[config.mk]
export PLATFORM = sky130hd
export DESIGN_NAME = uart_core
export DESIGN_NICKNAME = d
export VERILOG_FILES = /design/src/design/uart_pkg.sv /design/src/design/byte_fifo.sv /design/src/design/baud_gen.sv /design/src/design/uart_core.sv
export SDC_FILE = /design/constraint.sdc
export NUM_CORES = 1
export LEC_CHECK = 0
export ABC_AREA = 1
export BUFFER_PORTS_ARGS = -buffer_cell sky130_fd_sc_hd__buf_2
export CELL_PAD_IN_SITES_DETAIL_PLACEMENT = 0
export CELL_PAD_IN_SITES_GLOBAL_PLACEMENT = 1
export CORE_MARGIN = 3
export CORE_UTILIZATION = 30
export DETAILED_ROUTE_END_ITERATION = 8
export GPL_TIMING_DRIVEN = 0
export PLACE_DENSITY_LB_ADDON = 0.1
export REMOVE_ABC_BUFFERS = 1
export SYNTH_ARGS = -nofsm -noshare
export SYNTH_HDL_FRONTEND = slang
export SYNTH_SLANG_ARGS = --single-unit
[constraint.sdc]
create_clock -name core_clk -period 6.31 [get_ports core_clk]
set_clock_uncertainty 0.05 [all_clocks]
set_input_delay 0.631 -clock core_clk [delete_from_list [all_inputs] [get_ports core_clk]]
set_output_delay 0.631 -clock core_clk [all_outputs]
set_load 0.05 [all_outputs]
[src/design/uart_pkg.sv]
/*
 * shared constants and carriers of the uart data buffer and baud generator.
 * assumes an 8-bit special-function register bus with 8-bit addresses.
 */
package uart_pkg;

    // ------------------------------------------------------------------
    // register addresses and fields
    // ------------------------------------------------------------------
    localparam logic [7:0] ADDR_DATA_BUF   = 8'h99;
    localparam logic [7:0] ADDR_BAUD_CTRL  = 8'hab;
    localparam logic [7:0] ADDR_RELOAD_LO  = 8'hac;
    localparam logic [7:0] ADDR_RELOAD_HI  = 8'had;
    localparam int         CTRL_EN_BIT     = 6;
    localparam int         CTRL_PS_LSB     = 0;
    localparam logic [7:0] RESET_BYTE      = 8'h00;
    localparam logic [1:0] RESET_PS        = 2'h0;

    // ------------------------------------------------------------------
    // prescaler terminal counts (divide minus one) and framing counts
    // ------------------------------------------------------------------
    localparam logic [5:0]  PS_LAST_DIV12  = 6'h0b;
    localparam logic [5:0]  PS_LAST_DIV4   = 6'h03;
    localparam logic [5:0]  PS_LAST_DIV48  = 6'h2f;
    localparam logic [5:0]  PS_LAST_DIV1   = 6'h00;
    localparam logic [15:0] CNT_MAX        = 16'hffff;
    localparam logic [3:0]  TICK_LAST      = 4'hf;   // 16 generator ticks per bit
    localparam logic [3:0]  TICK_HALF      = 4'h7;
    localparam logic [2:0]  BIT_LAST       = 3'h7;
    localparam int          FIFO_DEPTH     = 8;
    localparam int          FIFO_WIDTH     = 8;

    // ------------------------------------------------------------------
    // carriers and states
    // ------------------------------------------------------------------
    typedef struct packed {
        logic [7:0] addr;
        logic       wr;
        logic       rd;
        logic [7:0] wdata;
    } sfr_req_t;

    typedef struct packed {
        logic       enable;
        logic [1:0] prescale;
        logic [7:0] reload_high;
        logic [7:0] reload_low;
    } baud_cfg_t;

    typedef enum logic [1:0] {TX_IDLE, TX_START, TX_DATA, TX_STOP} tx_state_t;
    typedef enum logic [2:0] {RX_IDLE, RX_START, RX_DATA, RX_STOP, RX_PUSH} rx_state_t;

endpackage

[src/design/byte_fifo.sv]
/*
 * small synchronous fifo with valid/ready on both sides.
 * assumes one clock and a synchronous active-high reset.
 */
`timescale 1ns/100ps
`default_nettype none
module byte_fifo #(
    parameter int WIDTH = 8,
    parameter int DEPTH = 8
) (
    // clock and reset
    input  wire logic             core_clk,
    input  wire logic             rst,
    // fill side
    input  wire logic             in_valid,
    output logic                  in_ready,
    input  wire logic [WIDTH-1:0] in_data,
    // drain side
    output logic                  out_valid,
    input  wire logic             out_ready,
    output logic [WIDTH-1:0]      out_data
);
    localparam int AW = $clog2(DEPTH);

    logic [WIDTH-1:0] mem_r [DEPTH];
    logic [AW-1:0]    wp_r, wp_nxt, rp_r, rp_nxt;
    logic [AW:0]      cnt_r, cnt_nxt;
    logic             push, pop;

    // honest flags: full and empty follow the occupancy count
    assign in_ready  = (cnt_r != (AW+1)'(DEPTH));
    assign out_valid = (cnt_r != '0);
    assign out_data  = mem_r[rp_r];
    assign push      = in_valid & in_ready;
    assign pop       = out_valid & out_ready;

    // pointer and count update
    always_comb begin
        wp_nxt  = push ? AW'((wp_r + 1'b1) % DEPTH) : wp_r;
        rp_nxt  = pop  ? AW'((rp_r + 1'b1) % DEPTH) : rp_r;
        cnt_nxt = cnt_r + (AW+1)'(push) - (AW+1)'(pop);
    end

    always_ff @(posedge core_clk) begin
        if (rst) begin
            wp_r  <= '0;
            rp_r  <= '0;
            cnt_r <= '0;
        end else begin
            wp_r  <= wp_nxt;
            rp_r  <= rp_nxt;
            cnt_r <= cnt_nxt;
        end
    end

    // storage needs no reset; only written words are ever read
    always_ff @(posedge core_clk) begin
        if (push) begin
            mem_r[wp_r] <= in_data;
        end
    end
endmodule
`default_nettype wire

[src/design/baud_gen.sv]
/*
 * baud generator: prescaler plus 16-bit reload counter, one tick per rollover.
 * assumes configuration comes from registers on the same clock.
 */
`timescale 1ns/100ps
`default_nettype none
module baud_gen
    import uart_pkg::*;
(
    // clock and reset
    input  wire logic      core_clk,
    input  wire logic      rst,
    // configuration
    input  wire baud_cfg_t cfg,
    // timing tick
    output logic           baud_tick
);
    logic [5:0]  ps_r, ps_nxt;
    logic [15:0] cnt_r, cnt_nxt;
    logic        tick_r, tick_nxt;
    logic        ps_tick;

    // terminal prescaler count for each select code
    function automatic logic [5:0] ps_last(input logic [1:0] sel);
        case (sel)
            2'b00:   ps_last = PS_LAST_DIV12;
            2'b01:   ps_last = PS_LAST_DIV4;
            2'b10:   ps_last = PS_LAST_DIV48;
            default: ps_last = PS_LAST_DIV1;
        endcase
    endfunction

    assign ps_tick   = cfg.enable & (ps_r >= ps_last(cfg.prescale));
    assign baud_tick = tick_r;

    // prescaler and reload counter; disabled means frozen count
    always_comb begin
        ps_nxt   = ps_r;
        cnt_nxt  = cnt_r;
        tick_nxt = 1'b0;
        if (!cfg.enable) begin
            ps_nxt = '0;
        end else if (ps_tick) begin
            ps_nxt = '0;
            if (cnt_r == CNT_MAX) begin
                cnt_nxt  = {cfg.reload_high, cfg.reload_low};
                tick_nxt = 1'b1;
            end else begin
                cnt_nxt = cnt_r + 16'h0001;
            end
        end else begin
            ps_nxt = ps_r + 6'h01;
        end
    end

    always_ff @(posedge core_clk) begin
        if (rst) begin
            ps_r   <= '0;
            cnt_r  <= '0;
            tick_r <= 1'b0;
        end else begin
            ps_r   <= ps_nxt;
            cnt_r  <= cnt_nxt;
            tick_r <= tick_nxt;
        end
    end
endmodule
`default_nettype wire

[src/design/uart_core.sv]
/*
 * uart data buffer and baud generator: sfr registers, 8n1 transmitter,
 * receiver with an 8-byte queue in front of the receive latch.
 * assumes the cpu sfr bus on core_clk and an asynchronous receive pin.
 */
// Function
// - data buffer write loads shifter, starts sending
// - data buffer read returns receive latch
// - enable bit 6 zero stops generator, uart
// - prescale select divides by 12,4,48,1
// - reserved control bits read zero, write zero
// - rollover reloads counter high byte
// - rollover reloads counter low byte
// - transmit done set at stop bit start
// - receive done set, held while queue holds data
`timescale 1ns/100ps
`default_nettype none
module uart_core
    import uart_pkg::*;
(
    // clock and reset
    input  wire logic       core_clk,
    input  wire logic       rst,
    // sfr bus
    input  wire sfr_req_t   sfr_req,
    output logic [7:0]      sfr_rdata,
    // done flags
    output logic            transmit_done_flag,
    input  wire logic       tx_flag_clr,
    output logic            receive_done_flag,
    input  wire logic       rx_flag_clr,
    // serial line
    output logic            txd_out,
    input  wire logic       rxd_in
);
    // ------------------------------------------------------------------
    // registers
    // ------------------------------------------------------------------
    logic       en_r, en_nxt;
    logic [1:0] ps_r, ps_nxt;
    logic [7:0] rl_lo_r, rl_lo_nxt, rl_hi_r, rl_hi_nxt;
    logic [7:0] rdata_r, rdata_nxt;
    logic [7:0] rx_latch_r, rx_latch_nxt;
    logic       txf_r, txf_nxt, rxf_r, rxf_nxt;
    logic       buf_wr, buf_rd;
    logic       baud_tick;
    baud_cfg_t  cfg;

    assign buf_wr = sfr_req.wr & (sfr_req.addr == ADDR_DATA_BUF);
    assign buf_rd = sfr_req.rd & (sfr_req.addr == ADDR_DATA_BUF);
    assign cfg    = '{enable: en_r, prescale: ps_r, reload_high: rl_hi_r,
                      reload_low: rl_lo_r};

    // reads return a registered byte one cycle later; unmapped reads give zero
    always_comb begin
        en_nxt    = en_r;
        ps_nxt    = ps_r;
        rl_lo_nxt = rl_lo_r;
        rl_hi_nxt = rl_hi_r;
        rdata_nxt = rdata_r;
        if (sfr_req.wr) begin
            case (sfr_req.addr)
                ADDR_BAUD_CTRL: begin
                    // reserved bits are not stored, so they cannot read back
                    en_nxt = sfr_req.wdata[CTRL_EN_BIT];
                    ps_nxt = sfr_req.wdata[CTRL_PS_LSB +: 2];
                end
                ADDR_RELOAD_LO: rl_lo_nxt = sfr_req.wdata;
                ADDR_RELOAD_HI: rl_hi_nxt = sfr_req.wdata;
                default: ;
            endcase
        end
        if (sfr_req.rd) begin
            case (sfr_req.addr)
                ADDR_DATA_BUF:  rdata_nxt = rx_latch_r;
                ADDR_BAUD_CTRL: rdata_nxt = {1'b0, en_r, 4'h0, ps_r};
                ADDR_RELOAD_LO: rdata_nxt = rl_lo_r;
                ADDR_RELOAD_HI: rdata_nxt = rl_hi_r;
                default:        rdata_nxt = RESET_BYTE;
            endcase
        end
    end

    always_ff @(posedge core_clk) begin
        if (rst) begin
            en_r    <= 1'b0;
            ps_r    <= RESET_PS;
            rl_lo_r <= RESET_BYTE;
            rl_hi_r <= RESET_BYTE;
            rdata_r <= RESET_BYTE;
        end else begin
            en_r    <= en_nxt;
            ps_r    <= ps_nxt;
            rl_lo_r <= rl_lo_nxt;
            rl_hi_r <= rl_hi_nxt;
            rdata_r <= rdata_nxt;
        end
    end

    assign sfr_rdata = rdata_r;

    baud_gen u_baud (
        .core_clk  (core_clk),
        .rst       (rst),
        .cfg       (cfg),
        .baud_tick (baud_tick)
    );

    // ------------------------------------------------------------------
    // transmitter
    // ------------------------------------------------------------------
    tx_state_t  tx_st_r, tx_st_nxt;
    logic [7:0] tx_sh_r, tx_sh_nxt;
    logic [3:0] tx_tk_r, tx_tk_nxt;
    logic [2:0] tx_bit_r, tx_bit_nxt;
    logic       txd_r, txd_nxt;
    logic       tx_bit_end, tx_stop_enter;

    assign tx_bit_end = baud_tick & (tx_tk_r == TICK_LAST);

    // writes while a frame is in flight are ignored; start bit drives at once
    always_comb begin
        tx_st_nxt     = tx_st_r;
        tx_sh_nxt     = tx_sh_r;
        tx_tk_nxt     = baud_tick ? tx_tk_r + 4'h1 : tx_tk_r;
        tx_bit_nxt    = tx_bit_r;
        txd_nxt       = txd_r;
        tx_stop_enter = 1'b0;
        case (tx_st_r)
            TX_IDLE: begin
                txd_nxt   = 1'b1;
                tx_tk_nxt = '0;
                if (buf_wr && en_r) begin
                    tx_sh_nxt = sfr_req.wdata;
                    tx_st_nxt = TX_START;
                    txd_nxt   = 1'b0;
                end
            end
            TX_START: begin
                if (tx_bit_end) begin
                    tx_st_nxt  = TX_DATA;
                    tx_bit_nxt = '0;
                    txd_nxt    = tx_sh_r[0];
                end
            end
            TX_DATA: begin
                if (tx_bit_end) begin
                    tx_sh_nxt  = {1'b0, tx_sh_r[7:1]};
                    tx_bit_nxt = tx_bit_r + 3'h1;
                    txd_nxt    = tx_sh_r[1];
                    if (tx_bit_r == BIT_LAST) begin
                        tx_st_nxt     = TX_STOP;
                        txd_nxt       = 1'b1;
                        tx_stop_enter = en_r;
                    end
                end
            end
            TX_STOP: begin
                if (tx_bit_end) begin
                    tx_st_nxt = TX_IDLE;
                end
            end
            default: tx_st_nxt = TX_IDLE;
        endcase
        if (!en_r) begin
            tx_st_nxt = TX_IDLE;
            txd_nxt   = 1'b1;
        end
    end

    always_ff @(posedge core_clk) begin
        if (rst) begin
            tx_st_r  <= TX_IDLE;
            tx_sh_r  <= RESET_BYTE;
            tx_tk_r  <= '0;
            tx_bit_r <= '0;
            txd_r    <= 1'b1;
        end else begin
            tx_st_r  <= tx_st_nxt;
            tx_sh_r  <= tx_sh_nxt;
            tx_tk_r  <= tx_tk_nxt;
            tx_bit_r <= tx_bit_nxt;
            txd_r    <= txd_nxt;
        end
    end

    assign txd_out = txd_r;

    // ------------------------------------------------------------------
    // receiver: pin passes two flops before anything looks at it
    // ------------------------------------------------------------------
    rx_state_t  rx_st_r, rx_st_nxt;
    logic [7:0] rx_sh_r, rx_sh_nxt;
    logic [3:0] rx_tk_r, rx_tk_nxt;
    logic [2:0] rx_bit_r, rx_bit_nxt;
    logic       rx_meta_r, rx_sync_r;
    logic       q_in_valid, q_in_ready, q_out_valid, q_pop;
    logic [7:0] q_out_data;

    always_ff @(posedge core_clk) begin
        if (rst) begin
            rx_meta_r <= 1'b1;
            rx_sync_r <= 1'b1;
        end else begin
            rx_meta_r <= rxd_in;
            rx_sync_r <= rx_meta_r;
        end
    end

    // sixteen ticks per bit; start is confirmed at mid-bit to reject glitches
    always_comb begin
        rx_st_nxt  = rx_st_r;
        rx_sh_nxt  = rx_sh_r;
        rx_tk_nxt  = baud_tick ? rx_tk_r + 4'h1 : rx_tk_r;
        rx_bit_nxt = rx_bit_r;
        q_in_valid = 1'b0;
        case (rx_st_r)
            RX_IDLE: begin
                rx_tk_nxt = '0;
                if (baud_tick && !rx_sync_r) begin
                    rx_st_nxt = RX_START;
                end
            end
            RX_START: begin
                if (baud_tick && rx_tk_r == TICK_HALF) begin
                    rx_tk_nxt  = '0;
                    rx_bit_nxt = '0;
                    rx_st_nxt  = rx_sync_r ? RX_IDLE : RX_DATA;
                end
            end
            RX_DATA: begin
                if (baud_tick && rx_tk_r == TICK_LAST) begin
                    rx_sh_nxt  = {rx_sync_r, rx_sh_r[7:1]};
                    rx_bit_nxt = rx_bit_r + 3'h1;
                    if (rx_bit_r == BIT_LAST) begin
                        rx_st_nxt = RX_STOP;
                    end
                end
            end
            RX_STOP: begin
                // a low stop bit is a framing error and the byte is dropped
                if (baud_tick && rx_tk_r == TICK_LAST) begin
                    rx_st_nxt = rx_sync_r ? RX_PUSH : RX_IDLE;
                end
            end
            RX_PUSH: begin
                // a full queue stalls here; later frames are missed meanwhile
                q_in_valid = 1'b1;
                if (q_in_ready) begin
                    rx_st_nxt = RX_IDLE;
                end
            end
            default: rx_st_nxt = RX_IDLE;
        endcase
        if (!en_r) begin
            rx_st_nxt = RX_IDLE;
        end
    end

    always_ff @(posedge core_clk) begin
        if (rst) begin
            rx_st_r  <= RX_IDLE;
            rx_sh_r  <= RESET_BYTE;
            rx_tk_r  <= '0;
            rx_bit_r <= '0;
        end else begin
            rx_st_r  <= rx_st_nxt;
            rx_sh_r  <= rx_sh_nxt;
            rx_tk_r  <= rx_tk_nxt;
            rx_bit_r <= rx_bit_nxt;
        end
    end

    byte_fifo #(.WIDTH(FIFO_WIDTH), .DEPTH(FIFO_DEPTH)) u_rxq (
        .core_clk  (core_clk),
        .rst       (rst),
        .in_valid  (q_in_valid),
        .in_ready  (q_in_ready),
        .in_data   (rx_sh_r),
        .out_valid (q_out_valid),
        .out_ready (q_pop),
        .out_data  (q_out_data)
    );

    // ------------------------------------------------------------------
    // done flags and receive latch; a set always beats a clear
    // ------------------------------------------------------------------
    assign q_pop = q_out_valid & (!rxf_r | rx_flag_clr);

    always_comb begin
        rx_latch_nxt = q_pop ? q_out_data : rx_latch_r;
        rxf_nxt      = q_pop ? 1'b1 : (rx_flag_clr ? 1'b0 : rxf_r);
        txf_nxt      = tx_stop_enter ? 1'b1 : (tx_flag_clr ? 1'b0 : txf_r);
    end

    always_ff @(posedge core_clk) begin
        if (rst) begin
            rx_latch_r <= RESET_BYTE;
            rxf_r      <= 1'b0;
            txf_r      <= 1'b0;
        end else begin
            rx_latch_r <= rx_latch_nxt;
            rxf_r      <= rxf_nxt;
            txf_r      <= txf_nxt;
        end
    end

    assign transmit_done_flag = txf_r;
    assign receive_done_flag  = rxf_r;
endmodule
`default_nettype wire

==> flow_summary_export.csv <==
group,metric,value,unit
run_status,outcome,"complete, no violations",
sta,worst_slack,3.14,ns
place,portBuffers,33,
final_layout,register_area,4090,um^2
final_layout,nets,1025,
floorplanning,start_util,30.5,%
worst_setup_path,cp-end-kind,"flop",
worst_setup_path,worstPathCellList,"inv_1 -> ha_1 -> nand3_1 -> o21ai_1 -> inv_1 -> ha_1 -> inv_1 -> ha_1 -> inv_1 -> fa_1 -> xor2_1 -> nor2_1",
global_routing,grt_overflow,0,
worst_setup_path,arrival,3.39,ns
sta,tns,0,ns
min_path,min_path_cells,2,
worst_setup_path,rr_startpoint,"u_rxq.cnt_r[2]",
min_path,hold_class,"in2reg",
clocking,cts_tree,"built",
worst_setup_path,reg2reg_depth,12,
logic_synthesis,synth-seq-cells,172,
final_layout,area_delta_synth_final,12.1,%
drt,route.detailed.drc,0,
floorplanning,fp.dieW,169,um
worst_setup_path,regToRegSetupSlack,3.14,ns
clocking,ctsHoldBuffers,0,
sta,hold_viol,0,
worst_setup_path,rr_endpoint,"u_rxq.cnt_r[2]",
clocking,path_clk_slew,0.07,ns
global_routing,grt_pass1_wl,33.9,mm
place,gp_congestion,0.730,
sta,final-setup-viol-count,0,
sta,drv_slew,0,
worst_setup_path,path_max_fanout,12,
power,ir_worst_vdd,0.000152,V
drt,dr.pass1.iters,4,
power,finalPower,2660,uW
drt,routedWlPerCell,16.0,um
worst_setup_path,startpoint_type,"flop",
global_routing,track_usage,15.3,%
power,p_leak,0.00329,uW
worst_setup_path,critical_path.max_stage_delay,0.53,ns
final_layout,multi_input_area,3400,um^2
drt,routed_wl,21.2,mm
logic_synthesis,syn_area,7980,um^2
worst_setup_path,worst-path-buf-inv,4,
sta,rsz0062_at_grt,"false",
clocking,post_cts_buffers,0,
floorplanning,dieArea,28600,um^2
worst_setup_path,worstSetupPathType,"reg2reg",
global_routing,first_global_vias,6073,
job,maxCapViolCount,0,
place,hpwl,13.9,mm
min_path,whs_endpoint,"rx_meta_r",
sta,clock.fmax,315,MHz
clocking,cts.path.max_buffers,2,
min_path,hold_path_startpoint,"rxd_in",
power,powerDensity,298,nW/um^2
worst_setup_path,crit_family,"adder cells",
final_layout,antenna_cells,0,
logic_synthesis,ys_types,42,
logic_synthesis,avgSynthCellArea,8.30,um^2
clocking,cts_buffers,17,
floorplanning,io_pins,34,
sta,fin_crit_sh,50.3,%
global_routing,grt_antenna_before_repair,1,
global_routing,grt_max_degree,56,
worst_setup_path,cpMostUsedCell,"inv_1",
logic_synthesis,seq_area_frac_synth,51.2,%
drt,drtIter0Drc,353,
drt,drtAntennaViolNets,0,
logic_synthesis,yosysWarningCount,0,
place,pre_cts_ws,2.31,ns
worst_setup_path,cpMaxStageDelayCell,"inv_1",
drt,vias_per_cell,4.70,
logic_synthesis,syn_inst,961,
sta,period_needed,3.17,ns
floorplanning,rows,59,
clocking,cts_resized,0,
final_layout,fillers,2808,
worst_setup_path,crit_required,6.53,ns
sta,slew_headroom,13.2,%
drt,vias,6223,
sta,worstMarginPinSlew,1.30,ns
clocking,clk_latency,0.42,ns
final_layout,drive_above_1_share,9.50,%
clocking,h-tree-depth,4,
clocking,root_buffer,"clkbuf_16",
floorplanning,core,26100,um^2
floorplanning,die_h,169,um
clocking,cts.sinks,172,
## layout by cell type, fill, tap and decap left out, types with 3 or more instances in the layout
cell type	netlist	layout
clkinv_2	0	3
mux2i_1	6	6
nand4_1	13	13
xor2_1	7	7
o211ai_1	17	17
xnor2_1	4	4
clkinv_1	4	4
nand2_1	189	189
inv_6	0	5
nor3_1	9	9
nor2_1	133	133
a21oi_1	80	80
dfxtp_1	108	107
inv_2	5	5
o21ai_0	61	60
buf_2	8	33
clkbuf_16	0	17
inv_1	71	71
nand3_1	85	85
nor2_4	3	3
nor2_2	5	5
ha_1	25	25
or2_2	3	3
nand2_2	7	7
edfxtp_1	64	64
and2_1	3	3
o21ai_1	4	5
clkbuf_1	20	3
## routing by layer
metal	vias up	track usage [%]	routed length, um	share of wire [%]
met4	2	3.52	168	0.79
met1	2890	22.2	11100	53
met3	12	2.97	634	3.0
met2	77	23.6	9190	43
met5	-	0	13	0.061
li1	3242	-	-	-
## cells in the mapped netlist (all sizes together)
library cell	instances	area share [%]
xnor2	4	0.44
o21ai	66	4.3
nor3	11	0.89
o211a	1	0.13
a21oi	82	5.2
ha	25	3.9
clkbuf	20	0.94
o211ai	17	1.6
and3	1	0.078
or2	3	0.24
xor2	7	0.77
o32ai	1	0.11
buf	18	1.5
and2	3	0.24
nor3b	2	0.19
nand4	13	1.0
fa	1	0.25
nor2	141	7.1
a211oi	1	0.094
inv	76	3.6
clkinv	4	0.19
nand2	197	9.6
mux2i	6	0.75
edfxtp	64	24
dfxtp	108	27
nand3	86	5.5
o21a	2	0.19
nor4	1	0.078
## through the flow
step,hold WS [ns],std cells,cell area (um^2),util [%]
floorplan,0.339,923,7780,-
global placement,0.341,1291,8370,32.0
detailed placement,0.347,1291,8370,32.0
CTS,0.319,1323,8920,34.1
global route,0.327,1324,8950,34.2
finish,0.335,1324,8950,34.2
## worst reg2reg max path: cells and delay by family (launching register included)
| family | cells | cell delay [ns] |
|---|---|---|
| simple gates | 2 | 0.15 |
| compound gates | 1 | 0.51 |
| xor+xnor | 1 | 0.16 |
| buf+inv | 4 | 0.73 |
| fa+ha+maj | 4 | 1.12 |
| flops | 1 | 0.30 |
## state kept, by name (all words and copies together) (netlist names), 4 cells and up
name and count:
rl_hi_r 8, rl_lo_r 8, rx_latch_r 8, rx_sh_r 8
rx_tk_r 4, sfr_rdata 8, tx_sh_r 8, tx_tk_r 4
u_baud.cnt_r 16, u_baud.ps_r 6, u_rxq.cnt_r 4, u_rxq.mem_r 64
## worst max path at each step
stage                            from  slack [ns]  depth (start not counted)        endpoint
floorplan           receive_done_flag        3.29                         10  u_rxq.cnt_r[2]
global placement          rx_flag_clr        2.11                         10  u_rxq.cnt_r[2]
detailed placement                rst        2.31                          4      rx_tk_r[1]
CTS                               rst        2.78                          4      rx_tk_r[2]
global route           u_rxq.cnt_r[2]        2.88                         12  u_rxq.cnt_r[2]
finish                 u_rxq.cnt_r[2]        3.14                         12  u_rxq.cnt_r[2]
## cells by family after synthesis
logic type,after synthesis,synth area share (%)
xor+xnor,11,1.21
fa+ha+maj,26,4.17
buf+inv,118,6.20
simple gates,458,24.8
flops,172,51.2
compound gates,170,11.6
mux,6,0.753
## layout make-up
type / instances / share of cell area, %
Inverter: 80 / 3.36
Clock inverter: 12 / 1.26
Sequential cell: 172 / 45.7
Clock buffer: 20 / 4.88
Multi-Input combinational cell: 671 / 38.0
Timing Repair Buffer: 34 / 2.15
Tap cell: 335 / 4.69
## power breakdown
group | switching (uW) | total [uW] | internal (uW)
registers | 82.1 | 1270 | 1190
clock network | 459 | 1010 | 549
logic | 246 | 381 | 136
Note: power is estimated with default switching activity, not from simulation.
